--- config.mk ---
export PLATFORM = sky130hd
export DESIGN_NAME = counter_disp
export DESIGN_NICKNAME = d
export VERILOG_FILES = /design/src/counter_disp_pkg.sv /design/src/counter_disp.sv
export SDC_FILE = /design/constraint.sdc
export NUM_CORES = 1
export LEC_CHECK = 0
export BUFFER_PORTS_ARGS = -buffer_cell sky130_fd_sc_hd__buf_2
export CORE_MARGIN = 8
export CORE_UTILIZATION = 42
export DETAILED_ROUTE_END_ITERATION = 8
export GPL_ROUTABILITY_DRIVEN = 0
export SYNTH_ARGS = -nofsm -noshare
export SYNTH_HDL_FRONTEND = slang
export SYNTH_SLANG_ARGS = --single-unit
--- constraint.sdc ---
create_clock -name core_clk -period 4.55 [get_ports core_clk]
set_input_delay 0.455 -clock core_clk [delete_from_list [all_inputs] [get_ports core_clk]]
set_output_delay 0.455 -clock core_clk [all_outputs]
set_load 0.05 [all_outputs]
--- src/counter_disp_pkg.sv ---
// Purpose: constants, types and helpers for the four digit counter with scanned display
// Assumes: 40 MHz core clock, BCD digits, common cathode segment order {g,f,e,d,c,b,a}
// Notes: digits are BCD, digit 0 least significant
// Function
// - count once per falling count clock edge
// - clear high zeroes digits and carry asynchronously
// - hold low keeps count, high passes through
// - view high shows live, low shows held
// - own oscillator paces scan, four digit selects
// - base variant: four decades, no view, no carry
// - extended variants add view select and carry
// - cascade carry rises at 6000, falls 0000
// - time variant: digit 2 counts modulo six
// - half variant: top digit counts modulo two
// - half variant carry sticky overflow until clear
package counter_disp_pkg;

	// ************************************************************
	// variants and digits
	// ************************************************************
	localparam logic [1:0] VAR_BASE = 2'h0;
	localparam logic [1:0] VAR_CASCADE = 2'h1;
	localparam logic [1:0] VAR_TIME = 2'h2;
	localparam logic [1:0] VAR_HALF = 2'h3;
	localparam int DIGITS = 4;
	localparam int TIME_DIGIT = 2;
	localparam int HALF_DIGIT = 3;
	localparam logic [3:0] DIG_MAX_DEC = 4'h9;
	localparam logic [3:0] DIG_MAX_SIX = 4'h5;
	localparam logic [3:0] DIG_MAX_TWO = 4'h1;
	localparam logic [15:0] CARRY_SET_VAL = 16'h6000;
	localparam logic [15:0] COUNT_ZERO = 16'h0000;

	// ************************************************************
	// scan timing
	// ************************************************************
	localparam int CLK_PERIOD_NS = 25;
	localparam int SCAN_STEP_NS = 1000000;
	localparam int SCAN_STEP_CYC_DEF = (SCAN_STEP_NS + CLK_PERIOD_NS - 1) / CLK_PERIOD_NS;
	localparam int SCAN_W = 24;

	// ************************************************************
	// register map
	// ************************************************************
	localparam int APB_AW = 8;
	localparam logic [7:0] REG_LIVE = 8'h00;
	localparam logic [7:0] REG_HELD = 8'h04;
	localparam logic [7:0] REG_STATUS = 8'h08;
	localparam logic [7:0] REG_SCAN_DIV = 8'h0C;
	localparam int ST_CARRY = 0;
	localparam int ST_VIEW = 1;
	localparam int ST_PASS = 2;
	localparam int ST_CLK = 3;
	localparam int ST_VAR_LO = 4;

	// ************************************************************
	// types
	// ************************************************************
	typedef logic [DIGITS-1:0][3:0] count_t;
	typedef struct packed {
		logic view_sel;
		logic latch_pass;
		logic count_clk;
	} pins_t;
	typedef struct packed {
		logic [DIGITS-1:0] digit_sel;
		logic [6:0] seg;
	} disp_t;

	// ************************************************************
	// helpers
	// ************************************************************
	function automatic logic [3:0] digit_max(input logic [1:0] v, input int i);
		if (v == VAR_TIME && i == TIME_DIGIT)
			return DIG_MAX_SIX;
		if (v == VAR_HALF && i == HALF_DIGIT)
			return DIG_MAX_TWO;
		return DIG_MAX_DEC;
	endfunction

	function automatic count_t count_inc(input count_t c, input logic [1:0] v);
		count_t r;
		logic cy;
		r = c;
		cy = 1'b1;
		for (int i = 0; i < DIGITS; i++)
		begin
			if (cy)
			begin
				if (c[i] >= digit_max(v, i))
					r[i] = 4'h0;
				else
				begin
					r[i] = c[i] + 4'h1;
					cy = 1'b0;
				end
			end
		end
		return r;
	endfunction

	function automatic logic [6:0] seg_of(input logic [3:0] d);
		case (d)
			4'h0: return 7'h3F;
			4'h1: return 7'h06;
			4'h2: return 7'h5B;
			4'h3: return 7'h4F;
			4'h4: return 7'h66;
			4'h5: return 7'h6D;
			4'h6: return 7'h7D;
			4'h7: return 7'h07;
			4'h8: return 7'h7F;
			4'h9: return 7'h6F;
			default: return 7'h00;
		endcase
	endfunction

endpackage
--- src/counter_disp.sv ---
// Purpose: four digit event counter, hold latch and multiplexed seven segment scanner
// Assumes: pins are asynchronous to core_clk; clear_in is an asynchronous clear
// Notes: status and scan rate visible over APB; one wait state on every access
//
// The register offsets and the APB interface to the registers were decided locally.
`timescale 1ns/1ps
module counter_disp
	import counter_disp_pkg::*;
#(
	parameter logic [1:0] VARIANT = VAR_CASCADE,
	parameter int SCAN_STEP_CYC = SCAN_STEP_CYC_DEF
)
(
	// clock and reset
	input wire logic core_clk,
	input wire logic sys_rst,
	// counter pins
	input wire pins_t pins_in,
	input wire logic clear_in,
	output logic carry_out,
	// display
	output disp_t disp_out,
	// apb slave
	input wire logic psel,
	input wire logic penable,
	input wire logic pwrite,
	input wire logic [APB_AW-1:0] paddr,
	input wire logic [31:0] pwdata,
	output logic [31:0] prdata,
	output logic pready,
	output logic pslverr
);

	// ************************************************************
	// pin synchronisers and filter
	// ************************************************************
	pins_t pin_s1_r;
	pins_t pin_s2_r;
	pins_t pin_s3_r;
	pins_t pin_f_r;
	logic clk_prev_r;
	logic cnt_fall;

	// a level is accepted only once two late stages agree
	always_ff @(posedge core_clk)
	begin
		if (sys_rst)
		begin
			pin_s1_r <= '0;
			pin_s2_r <= '0;
			pin_s3_r <= '0;
			pin_f_r <= '0;
		end
		else
		begin
			pin_s1_r <= pins_in;
			pin_s2_r <= pin_s1_r;
			pin_s3_r <= pin_s2_r;
			for (int i = 0; i < $bits(pins_t); i++)
			begin
				if (pin_s2_r[i] == pin_s3_r[i])
					pin_f_r[i] <= pin_s3_r[i];
			end
		end
	end

	always_ff @(posedge core_clk)
	begin
		if (sys_rst)
			clk_prev_r <= 1'b0;
		else
			clk_prev_r <= pin_f_r.count_clk;
	end

	// falling edge only; rising edges are ignored
	assign cnt_fall = clk_prev_r & ~pin_f_r.count_clk;

	// ************************************************************
	// counter and carry
	// ************************************************************
	count_t count_r;
	count_t count_nxt;
	logic carry_r;
	logic carry_nxt;

	assign count_nxt = count_inc(count_r, VARIANT);

	always_comb
	begin
		carry_nxt = carry_r;
		case (VARIANT)
			VAR_CASCADE, VAR_TIME:
			begin
				if (count_nxt == CARRY_SET_VAL)
					carry_nxt = 1'b1;
				else if (count_nxt == COUNT_ZERO)
					carry_nxt = 1'b0;
			end
			VAR_HALF:
			begin
				// wrap out of the top count is the overflow
				if (count_nxt == COUNT_ZERO)
					carry_nxt = 1'b1;
			end
			default:
				carry_nxt = 1'b0;
		endcase
	end

	// clear is a raw pin used as an async clear; release may land mid cycle,
	// costing at most one count edge that arrives right at release
	always_ff @(posedge core_clk or posedge clear_in)
	begin
		if (clear_in)
			count_r <= '0;
		else if (sys_rst)
			count_r <= '0;
		else if (cnt_fall)
			count_r <= count_nxt;
	end

	always_ff @(posedge core_clk or posedge clear_in)
	begin
		if (clear_in)
			carry_r <= 1'b0;
		else if (sys_rst)
			carry_r <= 1'b0;
		else if (cnt_fall)
			carry_r <= carry_nxt;
	end

	assign carry_out = carry_r;

	// ************************************************************
	// hold latch and view select
	// ************************************************************
	count_t held_r;
	count_t disp_val;
	logic view_live;

	always_ff @(posedge core_clk)
	begin
		if (sys_rst)
			held_r <= '0;
		else if (pin_f_r.latch_pass)
			held_r <= count_r;
	end

	// base variant has no view pin: it always shows the latch
	assign view_live = (VARIANT != VAR_BASE) && pin_f_r.view_sel;
	assign disp_val = view_live ? count_r : held_r;

	// ************************************************************
	// scan oscillator and digit drive
	// ************************************************************
	logic [SCAN_W-1:0] scan_div_r;
	logic [SCAN_W-1:0] scan_cnt_r;
	logic [1:0] digit_idx_r;
	logic scan_tick;
	logic [3:0] cur_digit;
	disp_t disp_r;

	// a divider of zero behaves as one so the scan never freezes
	assign scan_tick = (scan_cnt_r + SCAN_W'(1)) >= scan_div_r;
	assign cur_digit = disp_val[digit_idx_r];

	always_ff @(posedge core_clk)
	begin
		if (sys_rst)
			scan_cnt_r <= '0;
		else if (scan_tick)
			scan_cnt_r <= '0;
		else
			scan_cnt_r <= scan_cnt_r + SCAN_W'(1);
	end

	always_ff @(posedge core_clk)
	begin
		if (sys_rst)
			digit_idx_r <= 2'h0;
		else if (scan_tick)
			digit_idx_r <= digit_idx_r + 2'h1;
	end

	always_ff @(posedge core_clk)
	begin
		if (sys_rst)
			disp_r <= '0;
		else
		begin
			disp_r.digit_sel <= 4'h1 << digit_idx_r;
			disp_r.seg <= seg_of(cur_digit);
		end
	end

	assign disp_out = disp_r;

	// ************************************************************
	// apb slave
	// ************************************************************
	logic ready_r;
	logic [31:0] rdata_r;
	logic err_r;
	logic access;
	logic mapped;
	logic [31:0] rd_mux;

	assign access = psel & penable;
	assign mapped = (paddr == REG_LIVE) || (paddr == REG_HELD) ||
		(paddr == REG_STATUS) || (paddr == REG_SCAN_DIV);

	always_comb
	begin
		rd_mux = 32'h0000_0000;
		case (paddr)
			REG_LIVE: rd_mux[15:0] = count_r;
			REG_HELD: rd_mux[15:0] = held_r;
			REG_STATUS:
			begin
				rd_mux[ST_CARRY] = carry_r;
				rd_mux[ST_VIEW] = view_live;
				rd_mux[ST_PASS] = pin_f_r.latch_pass;
				rd_mux[ST_CLK] = pin_f_r.count_clk;
				rd_mux[ST_VAR_LO +: 2] = VARIANT;
			end
			REG_SCAN_DIV: rd_mux[SCAN_W-1:0] = scan_div_r;
			default: rd_mux = 32'h0000_0000;
		endcase
	end

	// one wait state keeps read data registered
	always_ff @(posedge core_clk)
	begin
		if (sys_rst)
		begin
			ready_r <= 1'b0;
			rdata_r <= 32'h0000_0000;
			err_r <= 1'b0;
		end
		else
		begin
			ready_r <= access & ~ready_r;
			if (access && !ready_r)
			begin
				rdata_r <= pwrite ? 32'h0000_0000 : rd_mux;
				err_r <= ~mapped;
			end
		end
	end

	always_ff @(posedge core_clk)
	begin
		if (sys_rst)
			scan_div_r <= SCAN_W'(SCAN_STEP_CYC);
		else if (access && ready_r && pwrite && paddr == REG_SCAN_DIV)
			scan_div_r <= pwdata[SCAN_W-1:0];
	end

	assign pready = ready_r;
	assign prdata = rdata_r;
	assign pslverr = ready_r & err_r;

	// ************************************************************
	// checks
	// ************************************************************
	property p_count_stable;
		@(posedge core_clk) disable iff (sys_rst || clear_in)
		!cnt_fall |=> $stable(count_r);
	endproperty
	a_count_stable: assert property (p_count_stable)
		else $error("count moved without a falling count edge");

	property p_count_step;
		@(posedge core_clk) disable iff (sys_rst || clear_in)
		cnt_fall |=> count_r == $past(count_nxt);
	endproperty
	a_count_step: assert property (p_count_step)
		else $error("count did not step on falling edge");

	property p_clear;
		@(posedge core_clk) disable iff (sys_rst)
		clear_in |-> (count_r == COUNT_ZERO) && !carry_out;
	endproperty
	a_clear: assert property (p_clear)
		else $error("clear did not zero count and carry");

	property p_hold;
		@(posedge core_clk) disable iff (sys_rst)
		!pin_f_r.latch_pass ##1 !pin_f_r.latch_pass |-> $stable(held_r);
	endproperty
	a_hold: assert property (p_hold)
		else $error("held value changed while holding");

	property p_pass;
		@(posedge core_clk) disable iff (sys_rst)
		pin_f_r.latch_pass |=> held_r == $past(count_r);
	endproperty
	a_pass: assert property (p_pass)
		else $error("latch not transparent");

	property p_seg;
		@(posedge core_clk) disable iff (sys_rst)
		view_live ##1 1'b1 |-> disp_out.seg == seg_of($past(count_r[digit_idx_r]));
	endproperty
	a_seg: assert property (p_seg)
		else $error("live view shows wrong segments");

	property p_onehot;
		@(posedge core_clk) disable iff (sys_rst)
		$past(!sys_rst) |-> $onehot(disp_out.digit_sel);
	endproperty
	a_onehot: assert property (p_onehot)
		else $error("digit select not one hot");

	property p_scan_step;
		@(posedge core_clk) disable iff (sys_rst)
		scan_tick |=> digit_idx_r == 2'($past(digit_idx_r) + 2'h1);
	endproperty
	a_scan_step: assert property (p_scan_step)
		else $error("scan did not advance");

	property p_carry_set;
		@(posedge core_clk) disable iff (sys_rst || clear_in)
		(VARIANT == VAR_CASCADE || VARIANT == VAR_TIME) && cnt_fall &&
			count_nxt == CARRY_SET_VAL |=> carry_out;
	endproperty
	a_carry_set: assert property (p_carry_set)
		else $error("carry did not rise at 6000");

	property p_carry_wrap;
		@(posedge core_clk) disable iff (sys_rst || clear_in)
		VARIANT != VAR_HALF && cnt_fall && count_nxt == COUNT_ZERO |=> !carry_out;
	endproperty
	a_carry_wrap: assert property (p_carry_wrap)
		else $error("carry did not fall on wrap");

	property p_sticky;
		@(posedge core_clk) disable iff (sys_rst || clear_in)
		VARIANT == VAR_HALF && carry_out |=> carry_out;
	endproperty
	a_sticky: assert property (p_sticky)
		else $error("overflow flag dropped without clear");

	property p_digit_range;
		@(posedge core_clk) disable iff (sys_rst)
		(count_r[TIME_DIGIT] <= digit_max(VARIANT, TIME_DIGIT)) &&
			(count_r[HALF_DIGIT] <= digit_max(VARIANT, HALF_DIGIT));
	endproperty
	a_digit_range: assert property (p_digit_range)
		else $error("digit beyond its modulus");

	property p_base_carry;
		@(posedge core_clk) disable iff (sys_rst)
		VARIANT == VAR_BASE |-> !carry_out && !view_live;
	endproperty
	a_base_carry: assert property (p_base_carry)
		else $error("base variant drives carry or live view");

	property p_apb_ready;
		@(posedge core_clk) disable iff (sys_rst)
		access && !pready |=> pready;
	endproperty
	a_apb_ready: assert property (p_apb_ready)
		else $error("apb access not answered in one wait state");

endmodule

==> impl_metrics.json, run 1 <==
{
  "rsz0062_at_grt": "no",
  "maxCapViolations": 0,
  "grt_pass1_vias": 5421,
  "slew-limit-headroom_pct": 32.3,
  "path_class": "reg2reg",
  "synthTopCellsByArea": "dfxtp_1 (34%), ha_1 (8.0%), dfrtp_1 (6.3%)",
  "yosysUniqueCellTypes": 66,
  "required_ps": 4850,
  "ant_nets": 0,
  "p_comb_share_pct": 4.9,
  "yosysSeqAreaShare_pct": 40.7,
  "fp-row-count": 46,
  "pwr-share-clk_pct": 51.6,
  "ys.flop_type": "dfxtp_1",
  "grt_remaining_overflow": 0,
  "drv_slew": 0,
  "finalWirelength_um": 17300,
  "die_y_um": 143,
  "die-width_um": 143,
  "startpoint_type": "register",
  "synth-edff-count": 0,
  "diodes": 0,
  "track_usage_pct": 17.3,
  "hold_viol": 0,
  "pwr_density_cell_nw_per_um2": 347,
  "setup_viol": 0,
  "p_leak_nw": 3.33,
  "syn_to_final_growth_pct": 16.6,
  "clk_pin_slew_ps": 60,
  "async_flop_share_pct": 12.8,
  "core_um2": 15800,
  "cts_resized": 0,
  "tns_ps": 0,
  "nNetsFinal": 908,
  "numCtsBuffers": 17,
  "antenna_found_initial": 0,
  "wl_per_cell_um": 16.6,
  "vias": 5503,
  "timing.fmax_ghz": 0.254,
  "layout_setup_ws_ps": 621,
  "syn_area_per_cell_um2": 8.93,
  "ir_drop_uv": 267,
  "yosysWarnings": 0,
  "yosys.area.top_type": "dfxtp_1",
  "ff2ff_path_depth": 15,
  "die_area_um2": 20400,
  "min_period_ps": 3930,
  "drc": 0,
  "drt-pass1-iter-count": 5,
  "clkLatencyLatePin_ps": 420,
  "p_seq_share_pct": 43.5,
  "grt_pass1_wl_um": 27900,
  "hold_buffers": 0,
  "path_max_fanout": 5,
  "drt-initial-drc-count": 380,
  "final.setup_skew_ps": 10.5,
  "worst_slew_pin_slew_ps": 1020,
  "endpoint_kind": "register",
  "io_buffers": 78,
  "start_util_pct": 42.8,
  "grt_max_degree": 96,
  "r2r_setup_slack_ps": 620,
  "layout_worst_path_cycle_share_pct": 86.4,
  "status": "finished, final reports clean",
  "ioPinCount": 95,
  "hp-class": "in2async",
  "syn_inst": 755,
  "r2r-start": "scan_cnt_r[2]",
  "post_drt_via_cell_ratio": 5.27,
  "reg2reg_to": "digit_idx_r[1]",
  "dp_hpwl_um": 12800,
  "p_int_w": 0.00211,
  "dp_slack_ps": 712,
  "htreeDepth": 4,
  "power.switching_w": 0.000620,
  "syn_area_um2": 6740,
  "fillers": 1507,
  "synth_top_area_share_pct": 34.4,
  "drive_above_1_share_pct": 16.6,
  "ys_ff_latch": 133,
  "clockRootBuffer": "clkbuf_16",
  "p_sw_share_pct": 22.7,
  "cts_buffer_depth": 2,
  "cts_tree": "done",
  "post_cts_buffers": 0,
  "cts_sinks": 133,
  "arrival_ps": 4230
}
-- final cells by class --
class / instances / area, um2 / share of cell area [%]
clock buffers: 20 / 457 / 5.81
clock inverters: 12 / 154 / 1.96
inverters: 44 / 165 / 2.10
multi-input cells: 538 / 3650 / 46.4
flip-flops and latches: 133 / 2750 / 34.9
well taps: 216 / 270 / 3.44
repair buffers: 82 / 423 / 5.38
-- metrics by stage --
step	power, W	cells	area (um2)	utilization (%)	hold slack [ps]
3_3_place_gp	0.00134	1013	7250	46.0	437
6_report	0.00273	1045	7870	49.9	136
5_1_grt	0.00283	1045	7870	49.9	201
2_1_floorplan	0.00131	762	6770	-	381
4_1_cts	0.00276	1045	7870	49.9	157
3_5_place_dp	0.00135	1013	7250	46.0	429
-- routing by layer --
layer	wire [um]	vias up	track usage, %
met5	0	-	0
met4	354	0	6.32
met3	953	23	4.54
met2	8410	127	29.5
met1	7620	2626	20.4
li1	-	2727	-
-- synth_stat cells (all sizes together), types with 4 or more instances --
library cell  instances
nand2                81
nor2b                35
o22ai                11
a21oi                60
nor4                  4
dfxtp               116
a211oi                6
ha                   43
nand2b                5
dfrtp                17
nand4                 6
and3                  9
a211o                 5
a22oi                18
mux4                 12
xnor2                12
nor3                 16
o21ai                17
xor2                 11
buf                  17
nor2                 78
inv                  44
mux2i                36
clkbuf               30
nand3                19
-- cells in the final DEF, fill, tap and decap left out, drive strengths merged, types with 4 or more instances in the layout --
master / instances
dfxtp: 116
buf: 82
nand2: 81
nor2: 78
a21oi: 60
inv: 44
ha: 43
mux2i: 36
nor2b: 35
clkbuf: 20
nand3: 19
a22oi: 18
o21ai: 17
dfrtp: 17
nor3: 16
xnor2: 12
mux4: 12
xor2: 11
o22ai: 11
and3: 9
clkinv: 9
conb: 8
a211oi: 6
nand4: 6
nand2b: 5
a211o: 5
nor4: 4
-- cell families (layout without fill, tap and decap cells) --
logic type,after synthesis,in the layout,share of synthesized area (%)
adder cells (fa/ha/maj),43,43,7.98
XOR/XNOR,23,23,2.99
other,1,8,0.0556
AO/OA/AOI/OAI,142,142,13.5
AND/OR/NAND/NOR,273,273,19.4
buffers and inverters,91,158,5.64
flip-flops,133,133,40.7
multiplexers,49,49,9.68
-- sequential cells by signal, indices dropped and copies added, names as in the netlist, 2 cells and up --
signal / count
prdata: 24
scan_cnt_r: 24
scan_div_r: 24
count_r: 16
held_r: 16
disp_out: 11
pin_s1_r: 3
pin_s2_r: 3
pin_s3_r: 3
digit_idx_r: 2
pin_f_r: 2
-- critical path, stage by stage, from the launching register on --
cell and delay [ps]:
dfxtp_1 380, nand3_1 110, nor2_1 340, nand3_1 320, nor3_1 340, and3_1 220, xor2_1 220, ha_1 280
nand4_1 140, nor3_1 110, o21ai_0 80, a21oi_1 60, nor4_1 350, buf_4 200, mux2_2 320, or3_1 330
-- worst max path at each step --
stage | from | end | slack, ps
4_1_cts | scan_cnt_r[5] | digit_idx_r[1] | 690
5_1_grt | scan_cnt_r[5] | digit_idx_r[1] | 360
6_report | scan_cnt_r[2] | digit_idx_r[1] | 620
3_3_place_gp | scan_cnt_r[2] | digit_idx_r[1] | 760
3_5_place_dp | scan_cnt_r[2] | digit_idx_r[1] | 710
2_1_floorplan | scan_cnt_r[5] | digit_idx_r[1] | 1320
-- power groups by stage --
stage / Sequential, W / Clock [W] / Combinational, W
6_report: 0.00119 / 0.00141 / 0.000134
5_1_grt: 0.00119 / 0.00149 / 0.000145
4_1_cts: 0.00119 / 0.00143 / 0.000135
3_5_place_dp: 0.00121 / 0 / 0.000134
3_3_place_gp: 0.00121 / 0 / 0.000131
2_1_floorplan: 0.00123 / 0 / 0.0000814
Power figures use the tool's default switching activity.
==> inputs of run 2 (changes only) <==
- CORE_ASPECT_RATIO: default -> 2
==> run 2 against run 1 <==
Cell count is 1.4% lower; clock skew is 2.0 ps higher; maximum frequency is 2.8% higher; flip-flop and latch count stayed put; non-clock buffer count stayed put; register-to-register slack better by 110 ps; final area is 0.49% lower; routed wire length is 6.6% higher; sequential power hardly changed; global-route usage is 1.3 points higher; sequential share of layout area is 0.17 points higher; combinational power hardly changed; largest power group unchanged; highest routed layer unchanged.
==> impl_metrics.json, run 2 (synthesized netlist as in run 1, its figures left out) <==
{
  "vias": 5629,
  "layout_common_cells": "dfxtp_1 (116), nand2_1 (81), nor2_1 (78)",
  "final.setup_skew_ps": 12.4,
  "startpoint_type": "register",
  "rsz0062_at_grt": "no",
  "drt-initial-drc-count": 201,
  "diodes": 0,
  "layout_commonest_cell": "dfxtp_1",
  "arrival_ps": 4120,
  "hp-class": "in2async",
  "ir_drop_uv": 166,
  "numCtsBuffers": 17,
  "dp.cells": 998,
  "syn_to_final_growth_pct": 16.0,
  "core_um2": 15800,
  "clk_pin_slew_ps": 60,
  "htreeDepth": 4,
  "worst_slew_pin_slew_ps": 1200,
  "die_area_um2": 20600,
  "die_y_um": 195,
  "wl_per_cell_um": 17.9,
  "hold_viol": 0,
  "grt_pass1_wl_um": 30300,
  "hold_buffers": 0,
  "cts_tree": "done",
  "finalWirelength_um": 18500,
  "antenna_found_initial": 0,
  "ioPinCount": 95,
  "min_period_ps": 3820,
  "cts_sinks": 133,
  "status": "finished, final reports clean",
  "fp-row-count": 65,
  "post_drt_via_cell_ratio": 5.47,
  "path_max_fanout": 5,
  "clkLatencyLatePin_ps": 420,
  "die-width_um": 106,
  "ant_nets": 0,
  "tns_ps": 0,
  "io_buffers": 78,
  "drc": 0,
  "timing.fmax_ghz": 0.262,
  "path_class": "reg2reg",
  "grt_remaining_overflow": 0,
  "setup_viol": 0,
  "track_usage_pct": 18.6,
  "grt_max_degree": 86,
  "endpoint_kind": "register",
  "cts_buffer_depth": 2,
  "pwr_density_cell_nw_per_um2": 344,
  "p_leak_nw": 3.31,
  "cts_resized": 0,
  "drive_above_1_share_pct": 16.8,
  "drt-pass1-iter-count": 4,
  "post_cts_buffers": 0,
  "required_ps": 4850,
  "clockRootBuffer": "clkbuf_16",
  "grt_pass1_vias": 5964,
  "layout_worst_path_cycle_share_pct": 84.0,
  "start_util_pct": 42.7,
  "maxCapViolations": 0,
  "dp_hpwl_um": 14000,
  "slew-limit-headroom_pct": 20.3,
  "instances_no_fill": 1030,
  "nNetsFinal": 908,
  "drv_slew": 0
}
[run 2: cell count changes in the layout (fill, tap and decap cells not counted)]
cell        delta
bufinv_16      -1
clkbuf_1       -1
clkbuf_8       -1
clkinv_2       -1
clkinv_4       -1
clkinvlp_4     +2
inv_6          +3
[run 2: area by class of cell]
class                           instances  area (um2)
Clock buffer                           18         439
Inverter                               44         165
Fill cell                            1531        7950
Sequential cell                       133        2750
Tap cell                              201         251
Clock inverter                         14         151
Timing Repair Buffer                   82         423
Multi-Input combinational cell        538        3650
[run 2: final timing paths]
kind | depth (start not counted) | startpoint | slack [ps] | to
worst max-delay path | 13 | scan_cnt_r[5] | 730 | digit_idx_r[1]
worst min-delay path | 2 | clear_in | 150 | count_r[3]
worst max register to register | 13 | scan_cnt_r[5] | 730 | digit_idx_r[1]
worst min register to register | 1 | pin_s1_r[2] | 440 | pin_s2_r[2]
max in group asynchronous | 2 | clear_in | 3930 | carry_out
min in group core_clk | 2 | pwdata[12] | 230 | scan_div_r[12]
[run 2: metal layers]
layer / share of wire [%] / vias to the layer above / track usage (%) / wire, um
li1: - / 2727 / - / -
met1: 35 / 2735 / 17.0 / 6450
met2: 57 / 115 / 35.7 / 10400
met3: 3.2 / 52 / 3.56 / 586
met4: 5.3 / 0 / 12.0 / 988
met5: 0 / - / 0 / 0
[run 2: power by group]
group / switching, W / total [W] / internal [W]
sequential: 0.00000768 / 0.00119 / 0.00118
clock: 0.000539 / 0.00136 / 0.000826
combinational: 0.0000987 / 0.000137 / 0.0000385
total: 0.000645 / 0.00269 / 0.00204
[run 2: worst max-delay path: stages (launching register included)]
cell      delay (ps)
dfxtp_1          370
and3_1           240
and3_1           260
nand3_1          280
nor3_1           350
xor2_1           210
ha_1             270
nand4_1          120
nor3b_1           70
o211ai_1         170
a21boi_0         110
nor4_1           520
mux2_2           390
or3_1            350
[run 2: per-stage QoR]
step / hold slack (ps) / total power, W / util, % / instance area (um2) / setup slack [ps]
3_5_place_dp: 426 / 0.00135 / 45.9 / 7240 / 773
5_1_grt: 185 / 0.00278 / 49.6 / 7830 / 428
6_report: 146 / 0.00269 / 49.6 / 7830 / 729
2_1_floorplan: 381 / 0.00131 / - / 6770 / 1320
3_3_place_gp: 416 / 0.00135 / 45.9 / 7240 / 889
4_1_cts: 156 / 0.00272 / 49.6 / 7830 / 739
==> inputs of run 3 (changes only) <==
- ABC_AREA: default -> 1
- clock period: 4.55 -> 3.43 ns (I/O delays scaled with it)
==> run 3 against run 2 <==
First-iteration DRC count up 51%; worst hold slack worse by 110 ps; cell count is 21% higher; sequential power rose by 32%; global-route usage rose by 0.55 points; routed wire length rose by 8.7%; clock skew fell by 5.6 ps; synthesized cell count increased by 26%; non-clock buffer count up 8; flip-flop and latch count unchanged; critical endpoint is now scan_cnt_r[16]; utilization about the same.
==> impl_metrics.json, run 3 <==
{
  "required_ps": 3790,
  "tns_ps": 0,
  "antenna_found_initial": 0,
  "cts_sinks": 133,
  "clkLatencyLatePin_ps": 420,
  "r2r_setup_slack_ps": 330,
  "layout_setup_ws_ps": 329,
  "synth_common_cells": "nand2_1 (178), dfxtp_1 (116), inv_1 (113)",
  "die_y_um": 200,
  "ys_ff_latch": 133,
  "yosysSeqAreaShare_pct": 38.6,
  "path_class": "reg2reg",
  "track_usage_pct": 19.1,
  "setup_viol": 0,
  "syn_inst": 954,
  "crit_path_end": "scan_cnt_r[16]",
  "yosysUniqueCellTypes": 49,
  "ys.flop_type": "dfxtp_1",
  "drive_above_1_share_pct": 17.4,
  "design_area_um2": 8270,
  "post_drt_via_cell_ratio": 5.16,
  "endpoint_kind": "register",
  "vias": 6442,
  "diodes": 0,
  "ioPinCount": 95,
  "hold_buffers": 0,
  "placed_area_um2": 7640,
  "timing.fmax_ghz": 0.323,
  "reg2reg_to": "scan_cnt_r[16]",
  "hp-class": "in2async",
  "drt-pass1-iter-count": 5,
  "post_cts_buffers": 0,
  "ir_drop_uv": 365,
  "pwr_density_cell_nw_per_um2": 442,
  "grt_max_degree": 46,
  "syn_area_per_cell_um2": 7.46,
  "drv_slew": 0,
  "drc": 0,
  "maxCapViolations": 0,
  "cts_resized": 0,
  "dp_hpwl_um": 15800,
  "layout_common_cells": "nand2_1 (178), dfxtp_1 (116), inv_1 (113)",
  "hold_viol": 0,
  "die_area_um2": 21600,
  "clk_pin_slew_ps": 60,
  "htreeDepth": 4,
  "async_flop_share_pct": 12.8,
  "start_util_pct": 42.6,
  "cts_tree": "done",
  "p_leak_nw": 3.69,
  "ff2ff_path_depth": 20,
  "yosys.area.top_type": "dfxtp_1",
  "finalWirelength_um": 20100,
  "synth_top_area_share_pct": 32.6,
  "grt_remaining_overflow": 0,
  "ant_nets": 0,
  "wl_per_cell_um": 16.1,
  "grt_pass1_vias": 6304,
  "numCtsBuffers": 17,
  "clockRootBuffer": "clkbuf_16",
  "setup.worst_path.start": "scan_cnt_r[0]",
  "status": "finished, final reports clean",
  "yosysMostFrequentCell": "nand2_1",
  "syn_area_um2": 7110,
  "fp-row-count": 67,
  "dp_slack_ps": 300,
  "synthTopCellsByArea": "dfxtp_1 (33%), nand2_1 (9.4%), ha_1 (7.6%)",
  "io_buffers": 78,
  "r2r-start": "scan_cnt_r[0]",
  "path_max_fanout": 23,
  "worst_slew_pin_slew_ps": 791,
  "synth-edff-count": 0,
  "grt_pass1_wl_um": 31700,
  "yosysWarnings": 0,
  "syn_to_final_growth_pct": 16.3,
  "die-width_um": 108,
  "layout_commonest_cell": "nand2_1",
  "cts_buffer_depth": 2,
  "core_um2": 16700,
  "arrival_ps": 3460,
  "rsz0062_at_grt": "no",
  "final.setup_skew_ps": 6.84,
  "layout_worst_path_cycle_share_pct": 90.4,
  "slew-limit-headroom_pct": 47.2,
  "startpoint_type": "register",
  "drt-initial-drc-count": 304,
  "nNetsFinal": 1120,
  "utilization_pct": 49.6,
  "min_period_ps": 3100
}
[run 3: cell count changes in the layout (fill, tap and decap cells not counted), sizes merged, moves of 12 or more]
| cell | change |
|---|---|
| inv | +82 |
| mux4 | -12 |
| mux2i | -36 |
| nor2b | -32 |
| o21ai | +76 |
| a21oi | +31 |
| nand3 | +30 |
| nor2 | +22 |
| a22oi | -18 |
| nand2 | +107 |
[run 3: final cells by class]
cell class                      count  area, um2
Tap cell                          207        259
Clock inverter                     10        144
Sequential cell                   133       2750
Timing Repair Buffer               90        493
Multi-Input combinational cell    658       3660
Inverter                          128        480
Fill cell                        1692       8410
Clock buffer                       22        484
[run 3: worst min path at each step]
stage | start | end | slack (ps)
2_1_floorplan | clear_in | carry_out | 270
3_3_place_gp | pin_s1_r[1] | pin_s2_r[1] | 390
3_5_place_dp | pin_s1_r[1] | pin_s2_r[1] | 400
4_1_cts | clear_in | count_r[2] | 60
5_1_grt | clear_in | count_r[2] | 100
6_report | clear_in | count_r[2] | 40
[run 3: layer usage]
layer	part of all wire (%)	vias up	global-route usage (%)
li1	-	3256	-
met1	35	2989	17.6
met2	56	147	36.4
met3	3.3	50	3.09
met4	5.8	0	13.7
met5	0	-	0
[run 3: worst max-delay path, stage by stage, from the launching register on]
cell	delay, ps
dfxtp_1	400
ha_1	200
nand2_1	90
inv_2	100
nand3_4	80
nor2_4	140
nand2_1	100
nor2_2	150
nand2_1	90
nor2_1	150
xor2_1	210
inv_1	70
ha_1	180
a21oi_1	130
nor2_1	50
nor2_1	90
nand3_1	80
a21oi_1	230
nand4_1	180
buf_12	200
nor2b_1	100
[run 3: cell families after synthesis]
family          count (synthesis)  synth area share [%]
compound gates                216                  17.0
xor+xnor                       19                  2.55
fa+ha+maj                      43                  7.56
buf+inv                       170                  10.3
flops                         133                  38.6
other cells                     1                0.0527
simple gates                  372                  24.0
[run 3: through the flow]
| step | total power (W) | hold slack, ps | instances |
|---|---|---|---|
| finish | 0.00365 | 39.3 | 1248 |
| global route | 0.00377 | 99.1 | 1248 |
| CTS | 0.00369 | 58.1 | 1248 |
| detailed placement | 0.00177 | 397 | 1216 |
| global placement | 0.00177 | 391 | 1216 |
| floorplan | 0.00172 | 269 | 961 |
[run 3: where the power goes]
part	internal, W	total [W]	switching, W
combinational	0.0000451	0.000166	0.000121
sequential	0.00156	0.00157	0.00000676
clock	0.00122	0.00192	0.000692
